<file path="config.mk">
export PLATFORM = sky130hd
export DESIGN_NAME = ccm_monitor
export DESIGN_NICKNAME = d
export VERILOG_FILES = /design/src/pkg/ccm_pkg.sv /design/src/core/ccm_axil_slave.sv /design/src/core/ccm_monitor.sv
export SDC_FILE = /design/constraint.sdc
export NUM_CORES = 1
export LEC_CHECK = 0
export BUFFER_PORTS_ARGS = -buffer_cell sky130_fd_sc_hd__buf_2
export CAP_MARGIN = 20
export CORE_ASPECT_RATIO = 0.9
export CORE_MARGIN = 5
export CORE_UTILIZATION = 59
export DETAILED_ROUTE_END_ITERATION = 12
export GPL_TIMING_DRIVEN = 0
export PLACE_DENSITY = 0.81
export SETUP_SLACK_MARGIN = 0.2
export SLEW_MARGIN = 15
export SYNTH_ARGS = -nofsm -noshare
export SYNTH_HDL_FRONTEND = slang
export SYNTH_SLANG_ARGS = --single-unit
export TNS_END_PERCENT = 50
</file>
<file path="constraint.sdc">
create_clock -name clock -period 2.8 [get_ports clock]
set_input_delay 0.56 -clock clock [delete_from_list [all_inputs] [get_ports clock]]
set_output_delay 0.56 -clock clock [all_outputs]
set_load 0.01 [all_outputs]
</file>
<file path="src/pkg/ccm_pkg.sv">
// constants, field layouts and register map of the channel monitor
// assumes a single 20 MHz clock and an AXI4-Lite register port
package ccm_pkg;
   localparam int unsigned CLK_HZ = 20_000_000;
   localparam int unsigned DELAY_UNIT_MS = 1;
   localparam int unsigned TICK_CYCLES = CLK_HZ / 1000 * DELAY_UNIT_MS;

   // channel indices
   localparam logic [1:0] CH_SERIAL = 2'h0;
   localparam logic [1:0] CH_CANBUS = 2'h1;
   localparam logic [1:0] CH_MODULE = 2'h2;

   // register byte offsets
   localparam logic [7:0] A_CTRL = 8'h00;
   localparam logic [7:0] A_DELAY = 8'h04;
   localparam logic [7:0] A_STATUS = 8'h08;
   localparam logic [7:0] A_CMD = 8'h0C;
   localparam logic [7:0] A_CWI0 = 8'h10;
   localparam logic [7:0] A_CWI1 = 8'h14;
   localparam logic [7:0] A_CWI2 = 8'h18;
   localparam logic [7:0] A_EXT = 8'h1C;
   localparam logic [7:0] A_OSW = 8'h20;
   localparam logic [7:0] A_IRQ = 8'h24;
   localparam logic [7:0] A_MASK = 8'h28;
   localparam logic [7:0] A_PDO0 = 8'h2C;

   // control register fields
   localparam int CTRL_ACT = 0;
   localparam int CTRL_SEL = 2;
   localparam int CTRL_SEL_EXT = 4;
   localparam int CTRL_RESP = 5;
   localparam int CTRL_PROFILE = 8;
   localparam logic [31:0] CTRL_RST = 32'h0000_0100;
   localparam logic [31:0] DELAY_RST = 32'h0000_0064;
   localparam logic [31:0] MASK_RST = 32'h0000_0000;

   // control word bits
   localparam int CW_SWON = 0;
   localparam int CW_VOLT = 1;
   localparam int CW_QSTOP_N = 2;
   localparam int CW_ENOP = 3;
   localparam int CW_FRST = 7;

   // operating state word bits
   localparam int OSW_READY = 0;
   localparam int OSW_ON = 1;
   localparam int OSW_RUN = 2;
   localparam int OSW_ERR = 3;
   localparam int OSW_VOLT = 4;
   localparam int OSW_QSTOP_N = 5;
   localparam int OSW_DIS = 6;
   localparam int OSW_WARN = 7;
   localparam int OSW_REMOTE = 9;
   localparam int OSW_KEY = 14;

   // interrupt status bits
   localparam int IRQ_INTR = 0;
   localparam int IRQ_WARN = 1;
   localparam int IRQ_FAULT = 2;
   localparam int IRQ_RESUME = 3;

   typedef enum logic [2:0] {
      RESP_FREEWHEEL, RESP_DECEL, RESP_BRAKE, RESP_IGNORE, RESP_STOP
   } ccm_resp_t;

   localparam logic [1:0] STOP_NONE = 2'h0;
   localparam logic [1:0] STOP_FREEWHEEL = 2'h1;
   localparam logic [1:0] STOP_DECEL = 2'h2;
   localparam logic [1:0] STOP_BRAKE = 2'h3;

   localparam logic [1:0] RESP_OKAY = 2'h0;
   localparam logic [1:0] RESP_SLVERR = 2'h2;
endpackage

</file>
<file path="src/core/ccm_axil_slave.sv">
// AXI4-Lite slave front end: one write and one read under way at a time
// assumes the owner decodes addresses and returns read data combinationally
module ccm_axil_slave
(
   // clock and reset
   input wire logic clock,
   input wire logic resetn,
   // write channels
   input wire logic [7:0] s_axi_awaddr,
   input wire logic s_axi_awvalid,
   output logic s_axi_awready,
   input wire logic [31:0] s_axi_wdata,
   input wire logic [3:0] s_axi_wstrb,
   input wire logic s_axi_wvalid,
   output logic s_axi_wready,
   output logic [1:0] s_axi_bresp,
   output logic s_axi_bvalid,
   input wire logic s_axi_bready,
   // read channels
   input wire logic [7:0] s_axi_araddr,
   input wire logic s_axi_arvalid,
   output logic s_axi_arready,
   output logic [31:0] s_axi_rdata,
   output logic [1:0] s_axi_rresp,
   output logic s_axi_rvalid,
   input wire logic s_axi_rready,
   // register side
   output logic wr_en,
   output logic [7:0] wr_addr,
   output logic [31:0] wr_data,
   output logic [3:0] wr_strb,
   input wire logic wr_ok,
   output logic rd_en,
   output logic [7:0] rd_addr,
   input wire logic [31:0] rd_data,
   input wire logic rd_ok
);
   logic aw_q, w_q;

   assign s_axi_awready = !aw_q && !s_axi_bvalid;
   assign s_axi_wready = !w_q && !s_axi_bvalid;
   assign wr_en = aw_q && w_q;
   assign s_axi_arready = !s_axi_rvalid;
   assign rd_en = s_axi_arvalid && s_axi_arready;
   assign rd_addr = s_axi_araddr;

   always_ff @(posedge clock or negedge resetn)
   begin
      if (!resetn)
      begin
         aw_q <= 1'b0;
         w_q <= 1'b0;
         wr_addr <= 8'h00;
         wr_data <= 32'h0000_0000;
         wr_strb <= 4'h0;
         s_axi_bvalid <= 1'b0;
         s_axi_bresp <= 2'h0;
      end
      else
      begin
         if (s_axi_awvalid && s_axi_awready)
         begin
            aw_q <= 1'b1;
            wr_addr <= s_axi_awaddr;
         end
         if (s_axi_wvalid && s_axi_wready)
         begin
            w_q <= 1'b1;
            wr_data <= s_axi_wdata;
            wr_strb <= s_axi_wstrb;
         end
         if (wr_en)
         begin
            aw_q <= 1'b0;
            w_q <= 1'b0;
            s_axi_bvalid <= 1'b1;
            s_axi_bresp <= wr_ok ? ccm_pkg::RESP_OKAY : ccm_pkg::RESP_SLVERR;
         end
         else if (s_axi_bready)
            s_axi_bvalid <= 1'b0;
      end
   end

   always_ff @(posedge clock or negedge resetn)
   begin
      if (!resetn)
      begin
         s_axi_rvalid <= 1'b0;
         s_axi_rdata <= 32'h0000_0000;
         s_axi_rresp <= 2'h0;
      end
      else if (rd_en)
      begin
         s_axi_rvalid <= 1'b1;
         s_axi_rdata <= rd_ok ? rd_data : 32'h0000_0000;
         s_axi_rresp <= rd_ok ? ccm_pkg::RESP_OKAY : ccm_pkg::RESP_SLVERR;
      end
      else if (s_axi_rready)
         s_axi_rvalid <= 1'b0;
   end
endmodule

</file>
<file path="src/core/ccm_monitor.sv">
// command channel supervision, forced local handling and state word
// assumes channel writes, warnings and stop_done come from clock-domain
// logic; forced_local and stop_key are pins
// Functional notes
// - each channel keeps its own control word; only the active one acts
// - supervise a channel only if it feeds active or selector word
// - supervision of a channel starts at first supervised word write
// - warning on a supervised channel raises a communication interruption
// - warning on an unsupervised channel raises nothing
// - interruption applies the configured response
// - channel enabled after any write outside forced local; motor starts only if enabled
// - standard profile: command written before switched on to enabled
// - enabled cleared by a warning and during forced local
// - leaving forced local copies run word into active channel
// - supervision resumes only after the resume delay elapses
// - remote control acts only after a fresh active command
// - operating state word bit meanings as fixed layout
// - active channel identity and its control word are readable
// - process image shows only words carried by the object
// - responses: freewheel fault, decel fault, brake fault, ignore, stop
module ccm_monitor
#(
   parameter int unsigned TICK_CYCLES = ccm_pkg::TICK_CYCLES
)
(
   // clock and reset
   input wire logic clock,
   input wire logic resetn,
   // register bus
   input wire logic [7:0] s_axi_awaddr,
   input wire logic s_axi_awvalid,
   output logic s_axi_awready,
   input wire logic [31:0] s_axi_wdata,
   input wire logic [3:0] s_axi_wstrb,
   input wire logic s_axi_wvalid,
   output logic s_axi_wready,
   output logic [1:0] s_axi_bresp,
   output logic s_axi_bvalid,
   input wire logic s_axi_bready,
   input wire logic [7:0] s_axi_araddr,
   input wire logic s_axi_arvalid,
   output logic s_axi_arready,
   output logic [31:0] s_axi_rdata,
   output logic [1:0] s_axi_rresp,
   output logic s_axi_rvalid,
   input wire logic s_axi_rready,
   // channel control word writes
   input wire logic [2:0] ch_wr,
   input wire logic ch_wr_ext,
   input wire logic [15:0] ch_wr_data,
   input wire logic [2:0] comm_warn,
   // local panel
   input wire logic forced_local,
   input wire logic stop_key,
   input wire logic [15:0] local_run_word,
   // motor side
   input wire logic stop_done,
   output logic motor_run,
   output logic [1:0] stop_mode,
   output logic fault,
   output logic comm_intr,
   output logic [1:0] active_channel,
   // process image
   input wire logic pdo_load,
   input wire logic [3:0] pdo_bytes,
   input wire logic [63:0] pdo_data,
   // interrupt
   output logic irq
);
   typedef enum logic [2:0] {
      ST_DISABLED, ST_READY, ST_ON, ST_RUN, ST_STOP, ST_FAULT
   } ccm_state_t;

   logic wr_en, rd_en, rd_ok;
   logic [7:0] wr_addr, rd_addr;
   logic [31:0] wr_data, rd_data;
   logic [3:0] wr_strb;
   logic [31:0] ctrl_q, delay_q, mask_q;
   logic [3:0] irq_q, irq_ev;
   logic [15:0] cw_q [3];
   logic [15:0] ext_q, cmd, osw;
   logic [15:0] pdo_q [4];
   logic [3:0] pdo_len_q;
   logic [2:0] mon_q, en_q, involved, sup_wr, sup_now;
   logic [1:0] act, sel;
   logic fl_s1_q, fl_q, fl_d1_q, key_s1_q, key_q;
   logic fl_exit, intr_d, intr_q, fresh_q, warn_q, stop_fault_q;
   logic remote_ok, resume;
   logic [15:0] rs_ms_q;
   logic [14:0] rs_tick_q;
   ccm_pkg::ccm_resp_t resp;
   ccm_state_t state_q;

   function automatic logic [31:0] wmerge(input logic [31:0] old,
      input logic [31:0] nw, input logic [3:0] strb);
      logic [31:0] r;
      r = old;
      for (int b = 0; b < 4; b++)
         if (strb[b])
            r[8*b +: 8] = nw[8*b +: 8];
      return r;
   endfunction

   function automatic logic [2:0] ch_bit(input logic [1:0] c);
      ch_bit = (c == 2'h3) ? 3'h0 : 3'(3'h1 << c);
   endfunction

   ccm_axil_slave u_ccm_axil_slave (
      .clock(clock), .resetn(resetn),
      .s_axi_awaddr(s_axi_awaddr), .s_axi_awvalid(s_axi_awvalid),
      .s_axi_awready(s_axi_awready), .s_axi_wdata(s_axi_wdata),
      .s_axi_wstrb(s_axi_wstrb), .s_axi_wvalid(s_axi_wvalid),
      .s_axi_wready(s_axi_wready), .s_axi_bresp(s_axi_bresp),
      .s_axi_bvalid(s_axi_bvalid), .s_axi_bready(s_axi_bready),
      .s_axi_araddr(s_axi_araddr), .s_axi_arvalid(s_axi_arvalid),
      .s_axi_arready(s_axi_arready), .s_axi_rdata(s_axi_rdata),
      .s_axi_rresp(s_axi_rresp), .s_axi_rvalid(s_axi_rvalid),
      .s_axi_rready(s_axi_rready),
      .wr_en(wr_en), .wr_addr(wr_addr), .wr_data(wr_data),
      .wr_strb(wr_strb), .wr_ok(1'b1), .rd_en(rd_en), .rd_addr(rd_addr),
      .rd_data(rd_data), .rd_ok(rd_ok)
   );

   // software registers
   always_ff @(posedge clock or negedge resetn)
   begin
      if (!resetn)
      begin
         ctrl_q <= ccm_pkg::CTRL_RST;
         delay_q <= ccm_pkg::DELAY_RST;
         mask_q <= ccm_pkg::MASK_RST;
      end
      else if (wr_en)
      begin
         if (wr_addr == ccm_pkg::A_CTRL)
            ctrl_q <= wmerge(ctrl_q, wr_data, wr_strb);
         if (wr_addr == ccm_pkg::A_DELAY)
            delay_q <= wmerge(delay_q, wr_data, wr_strb);
         if (wr_addr == ccm_pkg::A_MASK)
            mask_q <= wmerge(mask_q, wr_data, wr_strb);
      end
   end

   assign act = ctrl_q[ccm_pkg::CTRL_ACT +: 2];
   assign sel = ctrl_q[ccm_pkg::CTRL_SEL +: 2];
   assign resp = ccm_pkg::ccm_resp_t'(ctrl_q[ccm_pkg::CTRL_RESP +: 3]);
   assign active_channel = act;

   // pin synchronisers
   always_ff @(posedge clock or negedge resetn)
   begin
      if (!resetn)
      begin
         fl_s1_q <= 1'b0;
         fl_q <= 1'b0;
         fl_d1_q <= 1'b0;
         key_s1_q <= 1'b0;
         key_q <= 1'b0;
      end
      else
      begin
         fl_s1_q <= forced_local;
         fl_q <= fl_s1_q;
         fl_d1_q <= fl_q;
         key_s1_q <= stop_key;
         key_q <= key_s1_q;
      end
   end

   assign fl_exit = fl_d1_q && !fl_q;

   // supervised words and supervision gating
   assign involved = ch_bit(act) |
      (ctrl_q[ccm_pkg::CTRL_SEL_EXT] ? 3'h0 : ch_bit(sel));
   assign sup_wr = ch_wr & (ch_wr_ext ?
      (ctrl_q[ccm_pkg::CTRL_SEL_EXT] ? ch_bit(sel) : 3'h0) : involved);
   assign resume = rs_ms_q != 16'h0000;
   assign sup_now = mon_q & (involved |
      (ctrl_q[ccm_pkg::CTRL_SEL_EXT] ? ch_bit(sel) : 3'h0)) &
      {3{!fl_q && !resume}};
   assign intr_d = |(comm_warn & sup_now);

   always_ff @(posedge clock or negedge resetn)
   begin
      if (!resetn)
      begin
         mon_q <= 3'h0;
         intr_q <= 1'b0;
      end
      else
      begin
         mon_q <= mon_q | sup_wr;
         intr_q <= intr_d;
      end
   end
   assign comm_intr = intr_q;

   // channel enable, a new write wins over a warning
   always_ff @(posedge clock or negedge resetn)
   begin
      if (!resetn)
         en_q <= 3'h0;
      else
         for (int c = 0; c < 3; c++)
            if (ch_wr[c] && !fl_q)
               en_q[c] <= 1'b1;
            else if (comm_warn[c] || fl_q)
               en_q[c] <= 1'b0;
   end

   // per channel control words
   always_ff @(posedge clock or negedge resetn)
   begin
      if (!resetn)
      begin
         for (int c = 0; c < 3; c++)
            cw_q[c] <= 16'h0000;
         ext_q <= 16'h0000;
      end
      else
      begin
         if (fl_exit && act != 2'h3)
            cw_q[act] <= local_run_word;
         for (int c = 0; c < 3; c++)
            if (ch_wr[c] && !ch_wr_ext)
               cw_q[c] <= ch_wr_data;
         if (|ch_wr && ch_wr_ext)
            ext_q <= ch_wr_data;
      end
   end

   assign cmd = (act == 2'h3) ? 16'h0000 : cw_q[act];

   // fresh remote command tracking
   always_ff @(posedge clock or negedge resetn)
   begin
      if (!resetn)
         fresh_q <= 1'b0;
      else if (fl_q)
         fresh_q <= 1'b0;
      else if (|(ch_wr & ch_bit(act)) && !ch_wr_ext)
         fresh_q <= 1'b1;
   end
   assign remote_ok = fresh_q && !fl_q;

   // resume delay after forced local
   always_ff @(posedge clock or negedge resetn)
   begin
      if (!resetn)
      begin
         rs_ms_q <= 16'h0000;
         rs_tick_q <= 15'h0000;
      end
      else if (fl_q)
      begin
         rs_ms_q <= 16'h0000;
         rs_tick_q <= 15'h0000;
      end
      else if (fl_exit)
      begin
         rs_ms_q <= delay_q[15:0];
         rs_tick_q <= 15'h0000;
      end
      else if (resume)
      begin
         if (rs_tick_q == 15'(TICK_CYCLES - 1))
         begin
            rs_tick_q <= 15'h0000;
            rs_ms_q <= rs_ms_q - 16'h0001;
         end
         else
            rs_tick_q <= rs_tick_q + 15'h0001;
      end
   end

   // drive state machine
   always_ff @(posedge clock or negedge resetn)
   begin
      if (!resetn)
      begin
         state_q <= ST_DISABLED;
         stop_mode <= ccm_pkg::STOP_NONE;
         stop_fault_q <= 1'b0;
      end
      else if (intr_q && resp != ccm_pkg::RESP_IGNORE &&
         state_q != ST_FAULT)
      begin
         unique case (resp)
            ccm_pkg::RESP_DECEL, ccm_pkg::RESP_BRAKE:
            begin
               state_q <= (state_q == ST_RUN) ? ST_STOP : ST_FAULT;
               stop_mode <= (resp == ccm_pkg::RESP_DECEL) ?
                  ccm_pkg::STOP_DECEL : ccm_pkg::STOP_BRAKE;
               stop_fault_q <= 1'b1;
            end
            ccm_pkg::RESP_STOP:
               if (state_q == ST_RUN)
               begin
                  state_q <= ST_STOP;
                  stop_mode <= ccm_pkg::STOP_DECEL;
                  stop_fault_q <= 1'b0;
               end
            default:
            begin
               state_q <= ST_FAULT;
               stop_mode <= ccm_pkg::STOP_FREEWHEEL;
            end
         endcase
      end
      else
      begin
         unique case (state_q)
            ST_DISABLED:
               if (remote_ok && cmd[ccm_pkg::CW_VOLT] &&
                  cmd[ccm_pkg::CW_QSTOP_N] && !cmd[ccm_pkg::CW_SWON])
                  state_q <= ST_READY;
            ST_READY:
               if (remote_ok && !(cmd[ccm_pkg::CW_VOLT] &&
                  cmd[ccm_pkg::CW_QSTOP_N]))
                  state_q <= ST_DISABLED;
               else if (remote_ok && cmd[ccm_pkg::CW_SWON])
                  state_q <= ST_ON;
            ST_ON:
               if (remote_ok && !cmd[ccm_pkg::CW_SWON])
                  state_q <= ST_READY;
               else if (remote_ok && en_q[act] && !key_q &&
                  (!ctrl_q[ccm_pkg::CTRL_PROFILE] || cmd[ccm_pkg::CW_ENOP]))
                  state_q <= ST_RUN;
            ST_RUN:
               if (key_q)
               begin
                  state_q <= ST_STOP;
                  stop_mode <= ccm_pkg::STOP_DECEL;
                  stop_fault_q <= 1'b0;
               end
               else if (remote_ok && !(cmd[ccm_pkg::CW_ENOP] &&
                  cmd[ccm_pkg::CW_SWON]))
                  state_q <= ST_ON;
            ST_STOP:
               if (stop_done)
               begin
                  state_q <= stop_fault_q ? ST_FAULT : ST_ON;
                  stop_mode <= ccm_pkg::STOP_NONE;
               end
            ST_FAULT:
               if (remote_ok && cmd[ccm_pkg::CW_FRST])
               begin
                  state_q <= ST_DISABLED;
                  stop_mode <= ccm_pkg::STOP_NONE;
                  stop_fault_q <= 1'b0;
               end
         endcase
      end
   end

   assign motor_run = state_q == ST_RUN;
   assign fault = state_q == ST_FAULT;

   // warning held while ignore mode masks interruptions
   always_ff @(posedge clock or negedge resetn)
   begin
      if (!resetn)
         warn_q <= 1'b0;
      else
         warn_q <= (intr_q && resp == ccm_pkg::RESP_IGNORE) ||
            (warn_q && |comm_warn);
   end

   // operating state word
   always_comb
   begin
      osw = 16'h0000;
      osw[ccm_pkg::OSW_READY] = state_q inside {ST_READY, ST_ON, ST_RUN};
      osw[ccm_pkg::OSW_ON] = state_q inside {ST_ON, ST_RUN};
      osw[ccm_pkg::OSW_RUN] = state_q == ST_RUN;
      osw[ccm_pkg::OSW_ERR] = state_q == ST_FAULT;
      osw[ccm_pkg::OSW_VOLT] = state_q inside {ST_READY, ST_ON, ST_RUN};
      osw[ccm_pkg::OSW_QSTOP_N] = state_q != ST_STOP;
      osw[ccm_pkg::OSW_DIS] = state_q == ST_DISABLED;
      osw[ccm_pkg::OSW_WARN] = warn_q;
      osw[ccm_pkg::OSW_REMOTE] = !fl_q;
      osw[ccm_pkg::OSW_KEY] = key_q;
   end

   // process image capture
   always_ff @(posedge clock or negedge resetn)
   begin
      if (!resetn)
      begin
         for (int w = 0; w < 4; w++)
            pdo_q[w] <= 16'h0000;
         pdo_len_q <= 4'h0;
      end
      else if (pdo_load)
      begin
         for (int w = 0; w < 4; w++)
            pdo_q[w] <= pdo_data[16*w +: 16];
         pdo_len_q <= pdo_bytes;
      end
   end

   // sticky events, read of the interrupt status register clears, set wins
   assign irq_ev = {fl_exit, intr_q && resp != ccm_pkg::RESP_IGNORE,
      intr_q && resp == ccm_pkg::RESP_IGNORE, intr_q};
   always_ff @(posedge clock or negedge resetn)
   begin
      if (!resetn)
         irq_q <= 4'h0;
      else if (rd_en && rd_addr == ccm_pkg::A_IRQ)
         irq_q <= irq_ev;
      else
         irq_q <= irq_q | irq_ev;
   end
   assign irq = |(irq_q & mask_q[3:0]);

   // read decode
   always_comb
   begin
      rd_data = 32'h0000_0000;
      rd_ok = 1'b1;
      unique case (rd_addr)
         ccm_pkg::A_CTRL: rd_data = ctrl_q;
         ccm_pkg::A_DELAY: rd_data = delay_q;
         ccm_pkg::A_STATUS:
            rd_data = {21'h0, remote_ok, resume, fl_q, act, en_q, mon_q};
         ccm_pkg::A_CMD: rd_data = {16'h0000, cmd};
         ccm_pkg::A_CWI0: rd_data = {16'h0000, cw_q[0]};
         ccm_pkg::A_CWI1: rd_data = {16'h0000, cw_q[1]};
         ccm_pkg::A_CWI2: rd_data = {16'h0000, cw_q[2]};
         ccm_pkg::A_EXT: rd_data = {16'h0000, ext_q};
         ccm_pkg::A_OSW: rd_data = {16'h0000, osw};
         ccm_pkg::A_IRQ: rd_data = {28'h0, irq_q};
         ccm_pkg::A_MASK: rd_data = mask_q;
         8'h2C, 8'h30, 8'h34, 8'h38:
            if ({rd_addr[3:2] - 2'h3, 1'b1} < pdo_len_q[2:0] ||
               pdo_len_q[3])
               rd_data = {16'h0000, pdo_q[2'(rd_addr[3:2] - 2'h3)]};
         default: rd_ok = 1'b0;
      endcase
   end
endmodule

</file>
==> results.yml, run 1 <==
run_status:
  status: "completed"
synthesis:
  synth-main-ff-cell: "dfrtp_1"
  synth_top_area_share_pct: 51.3
  synth-async-reset-ratio_pct: 100
  synth-edff-count: 0
  synth_top_cell_by_area: "dfrtp_1"
  synthTopCellsByArea: "dfrtp_1 51%, mux2_2 15%, mux2i_1 4.8%"
  synthSimpleGateAreaFrac_pct: 9.75
  synth-seq-cells: 363
  synth_compound_area_share_pct: 13.2
  muxShareOfSynthArea_pct: 21.5
  synth_cells: 1541
  ys_warn_count: 0
  synth-seq-area-share_pct: 51.9
  synthDistinctLibCells: 75
  synth_top_family_by_area: "multiplexers"
  synth_fa_ha_area_share_pct: 0.643
  synth_xor_area_share_pct: 0.150
  synth.avg_cell_area_um2: 11.4
  syn_area_mm2: 0.0175
setup_path:
  crit_buf_inv: 1
  rr_worst_depth: 6
  cp-start-kind: "flip-flop"
  critical-path-top-delay-family: "simple AND/OR/NAND/NOR gates"
  worstPathMaxFanout: 8
  arrival_ns: 3.09
  r2r_slack_ns: 0.15
  worstPathCellList: "nor4_1 > nand2b_1 > or4b_2 > clkbuf_1 > nor2_2 > mux2_2"
  r2r_end: "delay_q[18]$_DFFE_PN0P_"
  r2r-start: "u_ccm_axil_slave.wr_addr[0]$_DFFE_PN0P_"
  crit_type: "flip-flop to flip-flop"
  worstSetupEndpointType: "flip-flop"
  required_ns: 3.23
  max_stage_delay_ns: 0.63
  slowest_stage: "or4b_2"
sta:
  tns_ns: 0
  clock_skew_ns: 0.0252
  finalWorstSetupSlack_ns: 0.146
  maxSlewHeadroom_pct: 42.3
  slew_viol_final: 0
  period_share_pct: 94.8
  tightest_slew_ns: 0.862
  finalSetupViolCount: 0
  min_period_ns: 2.65
  rsz0062_at_grt: "yes"
  hold_violations: 0
  max_freq_mhz: 377
run:
  cap_violations: 0
cts:
  ctsHoldBuffers: 0
  clkSinkCount: 363
  path_clk_slew_ns: 0.06
  numCtsBuffers: 38
  clock-root-buffer: "clkbuf_16"
  ctsLongestPathBuffers: 3
  cts_tree: "done"
  cts-htree-levels: 2
  clk_latency_ns: 0.55
cells_and_area:
  layout_common_cells: "358 x dfrtp_1, 228 x mux2_2, 219 x buf_2"
  final_area_mm2: 0.0207
  final_common_cell: "dfrtp_1"
  drive_gt1_share_pct: 33.3
  fin_util_pct: 71.2
  nets: 1984
  n_fill_cell: 2129
  syn_to_final_growth_pct: 18.2
detailed_routing:
  wl_um: 57000
  drt-wirelength-per-cell_um: 25.6
  viasPerCell: 6.55
  firstDrtPassIters: 9
  drt_iter0_drc: 1413
  postRouteAntennaNets: 0
  via_count: 14609
  drc: 0
global_routing:
  grt_overflow: 0
  grt_pass1_vias: 14752
  grt_max_degree: 109
  track_usage_pct: 34.1
  grt_pass1_wl_um: 87500
  antenna_found_initial: 4
die:
  dieArea_mm2: 0.0332
  fp.dieH_um: 173
  start_util_pct: 60.2
  ios: 219
  core_mm2: 0.0291
  num_rows: 59
  die_x_um: 192
worst_hold_path:
  min_path_type: "input port to asynchronous set/reset pin"
power_and_ir_drop:
  p_per_area_mw_per_mm2: 742
  irDropWorstVdd_v: 0.000965
  total_leakage_power_nw: 9.17
  power.total_mw: 15.4
placement:
  port_buffers: 211
  dpl.hpwl_um: 41700
  placed_area_mm2: 0.0192
  gp_congestion: 1.00
  detailedPlace.worstSlack_ns: -1.16
flip-flops by register name (all words and copies together), names as in the netlist, 4 cells and up:
signal                        cells
irq_q                             4
ctrl_q                           32
u_ccm_axil_slave.wr_data         32
pdo_q                            64
u_ccm_axil_slave.wr_strb          4
rs_tick_q                        15
u_ccm_axil_slave.wr_addr          8
ext_q                            16
rs_ms_q                          16
cw_q                             48
delay_q                          32
mask_q                           32
u_ccm_axil_slave.s_axi_rdata     32
layer usage:
layer	routed length [um]	global-route usage [%]	up-vias	part of all wire (%)
met4	2440	13.3	4	4.3
met2	26300	52.3	882	46
li1	-	-	6231	-
met3	6190	9.28	167	11
met1	22000	46.6	7325	39
met5	21	0	-	0.037
stage by stage:
stage | std cells | hold slack [ns]
global route | 2229 | 0.0620
finish | 2229 | 0.000529
global placement | 2150 | 0.332
CTS | 2222 | 0.0351
floorplan | 1543 | 0.264
detailed placement | 2153 | 0.335
kinds of logic (layout without fill, tap and decap cells):
kind of cell | after synthesis | in the layout
AO/OA/AOI/OAI | 349 | 349
XOR/XNOR | 3 | 3
adder cells (fa/ha/maj) | 9 | 9
buffers and inverters | 123 | 412
flip-flops | 363 | 363
multiplexers | 328 | 328
other | 1 | 4
AND/OR/NAND/NOR | 365 | 365
worst register-to-register path: stages, from the launching register on:
cell and delay (ns):
dfrtp_1 0.38, nor4_1 0.31, nand2b_1 0.15, or4b_2 0.63
clkbuf_1 0.19, nor2_2 0.47, mux2_2 0.41
Yosys cell counts, drive strengths merged (14+ instances only):
cell type  number
nor3           17
mux2i          84
nand4          15
a22oi          29
nand2b         14
mux4           16
clkbuf         71
nand3          21
nor2           76
buf            24
mux2          228
a222oi         25
a21oi          47
o21ai         135
nand2         164
dfrtp         359
inv            28
where the power goes:
group	switching (mW)	internal, mW
sequential	0.835	6.08
combinational	1.85	1.51
clock	2.15	2.93
total	4.84	10.5
repair_timing:
item	CTS	global route
setup endpoints to repair	102	168
setup buffers	2	5
pin swaps	1	11
resized for setup	29	53
layout make-up:
cell class	instances	area (um^2)	area share (%)
Sequential cell	363	9090	43.9
Inverter	28	105	0.507
Multi-Input combinational cell	1057	8080	39.0
Antenna cell	1	2.50	0.0121
Timing Repair Buffer	222	1210	5.82
Clock buffer	55	1090	5.29
Clock inverter	12	163	0.785
Tap cell	396	495	2.39
Buffer	95	479	2.31
how the worst max path moves through the flow:
stage                                                       start                                           end  slack (ns)  cells past startpoint
after floorplan                                   s_axi_araddr[2]   u_ccm_axil_slave.s_axi_rdata[4]$_DFFE_PN0P_        0.21                     10
after CTS                 u_ccm_axil_slave.wr_addr[0]$_DFFE_PN0P_                        ctrl_q[20]$_DFFE_PN0P_        0.13                      5
final                     u_ccm_axil_slave.wr_addr[0]$_DFFE_PN0P_                       delay_q[18]$_DFFE_PN0P_        0.15                      6
after global placement                                     resetn      u_ccm_axil_slave.wr_data[22]$_DFFE_PN0P_       -5.72                      1
after global routing      u_ccm_axil_slave.wr_addr[0]$_DFFE_PN0P_                       delay_q[20]$_DFFE_PN0P_     -0.0006                      6
after detailed placement                          s_axi_araddr[2]  u_ccm_axil_slave.s_axi_rdata[24]$_DFFE_PN0P_       -1.16                     11
(Power assumes the default switching activity.)
==> run 2, diff against run 1 <==
==> constraint.sdc (replaced) <==
create_clock -name clock -period 2.8 [get_ports clock]
set_input_delay 0.28 -clock clock [delete_from_list [all_inputs] [get_ports clock]]
set_output_delay 0.28 -clock clock [all_outputs]
set_load 0.01 [all_outputs]
==> results.yml, run 2 (synthesis gave the netlist of run 1 again) <==
die:
  start_util_pct: 60.2
  fp.dieH_um: 173
  num_rows: 59
  dieArea_mm2: 0.0332
  core_mm2: 0.0291
  ios: 219
  die_x_um: 192
global_routing:
  grt_max_degree: 101
  grt_overflow: 0
  antenna_found_initial: 3
  grt_pass1_vias: 15486
  grt_pass1_wl_um: 91200
  track_usage_pct: 35.5
detailed_routing:
  via_count: 15065
  drt-wirelength-per-cell_um: 25.5
  postRouteAntennaNets: 0
  firstDrtPassIters: 7
  drt_iter0_drc: 1690
  drc: 0
  viasPerCell: 6.42
  wl_um: 59700
cells_and_area:
  drive_gt1_share_pct: 30.3
  ff_latch_area_mm2: 0.00909
  layout_common_cells: "358 x dfrtp_1, 228 x mux2_2, 220 x buf_2"
  multi_input_area_mm2: 0.00804
  final_common_cell: "dfrtp_1"
  layoutNonFillerInstCount: 2345
  top_register: "pdo_q"
  largest_registers: "pdo_q: 64 flops, cw_q: 48 flops"
  largest_reg_flops: 64
  n_fill_cell: 1935
  syn_to_final_growth_pct: 24.1
  nets: 2101
setup_path:
  worstSetupEndpointType: "flip-flop"
  slowest_stage: "buf_1"
  worstPathMaxFanout: 10
  critical-path-top-delay-family: "buffers and inverters"
  crit_buf_inv: 5
  required_ns: 3.26
  arrival_ns: 3.10
  cp-start-kind: "input port"
  crit_type: "input port to flip-flop"
  cpMostUsedCell: "nand2_1"
  max_stage_delay_ns: 0.53
  worstPathCellList: "buf_2 > buf_4 > buf_6 > inv_1 > ha_1 > nand2_1 > nor2_1 > buf_1 > nand2_1 > nand4_1 > a221oi_1 > a21oi_1"
sta:
  maxSlewHeadroom_pct: 34.4
  max_freq_mhz: 379
  fin_hold_ws_ns: 0.0127
  clock_skew_ns: 0.0229
  min_period_ns: 2.64
  rsz0062_at_grt: "yes"
  hold_violations: 0
  period_share_pct: 94.2
  tightest_slew_ns: 0.983
  finalSetupViolCount: 0
  slew_viol_final: 0
power_and_ir_drop:
  total_leakage_power_nw: 9.60
  p_per_area_mw_per_mm2: 705
  irDropWorstVdd_v: 0.000696
  power.total_mw: 15.3
placement:
  gp_congestion: 0.990
  dpl.hpwl_um: 40900
  dp_cells: 2153
  port_buffers: 211
cts:
  clock-root-buffer: "clkbuf_16"
  ctsLongestPathBuffers: 3
  clkSinkCount: 363
  cts-htree-levels: 2
  clk_latency_ns: 0.56
  cts_tree: "done"
  numCtsBuffers: 36
  path_clk_slew_ns: 0.06
worst_hold_path:
  min_path_type: "input port to flip-flop"
run:
  cap_violations: 0
run_status:
  status: "completed"
==> run 2: cell count changes in the layout (fill, tap and decap cells not counted), moves of 3 or more <==
cell / change
clkbuf_2: -5
nor3_2: +3
dlygate4sd3_1: +121
clkbuf_1: +8
==> run 2: area by class of cell <==
class	instances	area share, %
flip-flops and latches	363	41.8
multi-input cells	1057	37.0
inverters	28	0.483
clock inverters	11	0.621
repair buffers	341	11.1
plain buffers	95	2.02
clock buffers	53	4.76
well taps	396	2.28
diodes	1	0.0115
==> run 2: metal layers <==
layer | global-route usage [%] | up-vias | share of wire (%)
met3 | 7.87 | 189 | 9.6
met4 | 14.0 | 6 | 4.3
met5 | 1.63 | - | 0.16
li1 | - | 6448 | -
met2 | 57.4 | 893 | 47
met1 | 46.9 | 7529 | 39
==> run 2: worst reg2reg max path: cells and delay by family, from the launching register on <==
kind	cells	cell delay (ns)
and+or+nand+nor	4	1.64
muxes	1	0.49
DFF	1	0.39
==> run 2: path summary, 6_finish.rpt <==
check                                                         from                                      endpoint  slack [ns]  cells after the start
max                                                s_axi_araddr[2]  u_ccm_axil_slave.s_axi_rdata[15]$_DFFE_PN0P_        0.16                     12
min                                                  ch_wr_data[0]                           cw_q[0]$_DFFE_PN0P_        0.01                      3
max reg2reg                u_ccm_axil_slave.wr_addr[4]$_DFFE_PN0P_                        ctrl_q[20]$_DFFE_PN0P_        0.17                      5
min reg2reg                                      fl_s1_q$_DFF_PN0_                                fl_q$_DFF_PN0_        0.35                      0
max in group asynchronous                                   resetn   u_ccm_axil_slave.s_axi_rdata[1]$_DFFE_PN0P_        1.16                      4
min in group asynchronous                                   resetn                            key_s1_q$_DFF_PN0_        0.32                      2
==> run 2: what timing repair did <==
action | in CTS | in global routing
endpoints found under the setup margin | 76 | 156
cloned | 0 | 0
gates resized for setup | 18 | 36
hold buffers | 121 | 0
pin swaps | 2 | 6
endpoints found under the hold margin | 213 | 0
setup buffers | 2 | 4
==> run 2: per-stage QoR <==
stage	area, um^2	worst slack (ns)	setup TNS [ns]	util [%]
after CTS	21600	0.153	0	74.3
after global placement	19100	-5.47	-1979.81	65.6
after global routing	21700	0.0695	0	74.8
after detailed placement	19200	-0.874	-18.52	66.0
final	21700	0.162	0	74.8
after floorplan	17500	0.295	0	-
==> run 2: where the power goes <==
part / switching [mW] / internal (mW) / total [mW]
Sequential: 0.866 / 6.08 / 6.95
Combinational: 1.88 / 1.59 / 3.47
Clock: 2.15 / 2.77 / 4.92
==> run 3, diff against run 2 <==
==> constraint.sdc (replaced) <==
create_clock -name clock -period 2.8 [get_ports clock]
set_input_delay 0.42 -clock clock [delete_from_list [all_inputs] [get_ports clock]]
set_output_delay 0.42 -clock clock [all_outputs]
set_load 0.01 [all_outputs]
==> results.yml, run 3 (synthesis gave the netlist of run 1 again) <==
sta:
  rsz0062_at_grt: "yes"
  hold_violations: 0
  tns_ns: 0
  maxSlewHeadroom_pct: 42.3
  finalSetupViolCount: 0
  tightest_slew_ns: 0.862
  slew_viol_final: 0
  period_share_pct: 92.9
  min_period_ns: 2.60
  max_freq_mhz: 385
  clock_skew_ns: 0.0212
setup_path:
  worstPathMaxFanout: 8
  r2r-start: "u_ccm_axil_slave.wr_addr[0]$_DFFE_PN0P_"
  r2r_end: "delay_q[7]$_DFFE_PN0P_"
  worstSetupEndpointType: "flip-flop"
  required_ns: 3.22
  r2r_slack_ns: 0.20
  crit_type: "flip-flop to flip-flop"
  rr_worst_depth: 6
  cp-start-kind: "flip-flop"
  arrival_ns: 3.02
global_routing:
  grt_overflow: 0
  grt_pass1_vias: 14574
  track_usage_pct: 33.8
  grt_pass1_wl_um: 87400
  antenna_found_initial: 2
  grt_max_degree: 102
power_and_ir_drop:
  p_per_area_mw_per_mm2: 736
  power.total_mw: 15.2
  total_leakage_power_nw: 9.15
  irDropWorstVdd_v: 0.000708
worst_hold_path:
  min_from: "stop_key"
  min_path_cells: 1
  whs_endpoint: "key_s1_q$_DFF_PN0_"
  min_path_type: "input port to flip-flop"
cts:
  ctsLongestPathBuffers: 3
  path_clk_slew_ns: 0.06
  clkSinkCount: 363
  numCtsBuffers: 38
  clk_latency_ns: 0.55
  cts_tree: "done"
  cts-htree-levels: 2
  clock-root-buffer: "clkbuf_16"
cells_and_area:
  n_fill_cell: 2151
  final_common_cell: "dfrtp_1"
  top_register: "pdo_q"
  syn_to_final_growth_pct: 17.8
  layout_common_cells: "358 x dfrtp_1, 228 x mux2_2, 220 x buf_2"
  largest_registers: "pdo_q: 64 flops, cw_q: 48 flops"
  drive_gt1_share_pct: 32.6
  nets: 1985
  largest_reg_flops: 64
  diodes: 0
detailed_routing:
  wl_um: 56000
  firstDrtPassIters: 6
  drc: 0
  drt-wirelength-per-cell_um: 25.1
  via_count: 14282
  viasPerCell: 6.40
  postRouteAntennaNets: 0
  drt_iter0_drc: 1550
die:
  die_x_um: 192
  num_rows: 59
  ios: 219
  dieArea_mm2: 0.0332
  start_util_pct: 60.2
  fp.dieH_um: 173
  core_mm2: 0.0291
placement:
  gp_congestion: 0.988
  port_buffers: 211
  dpl.hpwl_um: 41200
run:
  cap_violations: 0
run_status:
  status: "completed"
==> run 3: timing repair <==
item                                    in CTS  in global routing
endpoints found under the setup margin      80                143
endpoints found under the hold margin       72                  0
setup buffers                                2                  4
hold buffers                                 2                  0
cloned                                       0                  0
resized for setup                           21                 32
pin swaps                                    1                  3
==> run 3: where the power goes <==
part	leakage [nW]	total (mW)	switching, mW	internal, mW
registers	4.61	6.93	0.845	6.08
clock network	0.619	5.00	2.14	2.86
logic	3.92	3.27	1.81	1.47
total	9.15	15.2	4.79	10.4
==> run 3: cell type report <==
class,instances,area [um^2],area share [%]
sequential,363,9090,44.0
multi-input combinational,1057,8030,38.9
timing repair buffer,223,1220,5.91
clock buffer,58,1150,5.55
tap,396,495,2.40
buffer,95,449,2.18
inverter,28,105,0.509
clock inverter,10,100,0.485
==> run 3: how the worst max path moves through the flow <==
stage                                                  startpoint                                           end  slack (ns)  cells past startpoint
after global routing                               fl_q$_DFF_PN0_                        state_q[0]$_DFFE_PN0P_        0.08                      7
final                     u_ccm_axil_slave.wr_addr[0]$_DFFE_PN0P_                        delay_q[7]$_DFFE_PN0P_        0.20                      6
after floorplan                                   s_axi_araddr[2]   u_ccm_axil_slave.s_axi_rdata[4]$_DFFE_PN0P_        0.22                     10
after detailed placement                          s_axi_araddr[2]  u_ccm_axil_slave.s_axi_rdata[26]$_DFFE_PN0P_       -1.09                     11
after CTS                                   ctrl_q[0]$_DFFE_PN0P_                          cw_q[44]$_DFFE_PN0P_        0.11                      6
after global placement                                     resetn      u_ccm_axil_slave.wr_data[25]$_DFFE_PN0P_       -5.54                      1
==> run 3: critical path, cell delays in order, from the launching register on <==
cell	delay, ns
dfrtp_1	0.38
nor4_1	0.29
nand2b_1	0.14
or4b_2	0.61
clkbuf_1	0.21
nor2_2	0.45
mux2_2	0.40
==> run 3: layer usage <==
| metal | vias up | GRT usage (%) | share of wire [%] |
|---|---|---|---|
| li1 | 6212 | - | - |
| met4 | 4 | 8.26 | 2.7 |
| met2 | 720 | 53.3 | 47 |
| met5 | - | 0 | 0.048 |
| met1 | 7226 | 48.5 | 41 |
| met3 | 120 | 7.03 | 9.3 |
==> run 3: stage by stage <==
step	area, um^2	instances	worst slack [ns]	util [%]	hold slack, ns
CTS	20500	2225	0.113	70.6	0.00288
global placement	19100	2150	-5.54	65.6	0.336
finish	20600	2230	0.200	70.9	0.0105
floorplan	17500	1543	0.224	-	0.124
global route	20600	2230	0.0781	70.9	0.00203
detailed placement	19200	2153	-1.09	66.0	0.338
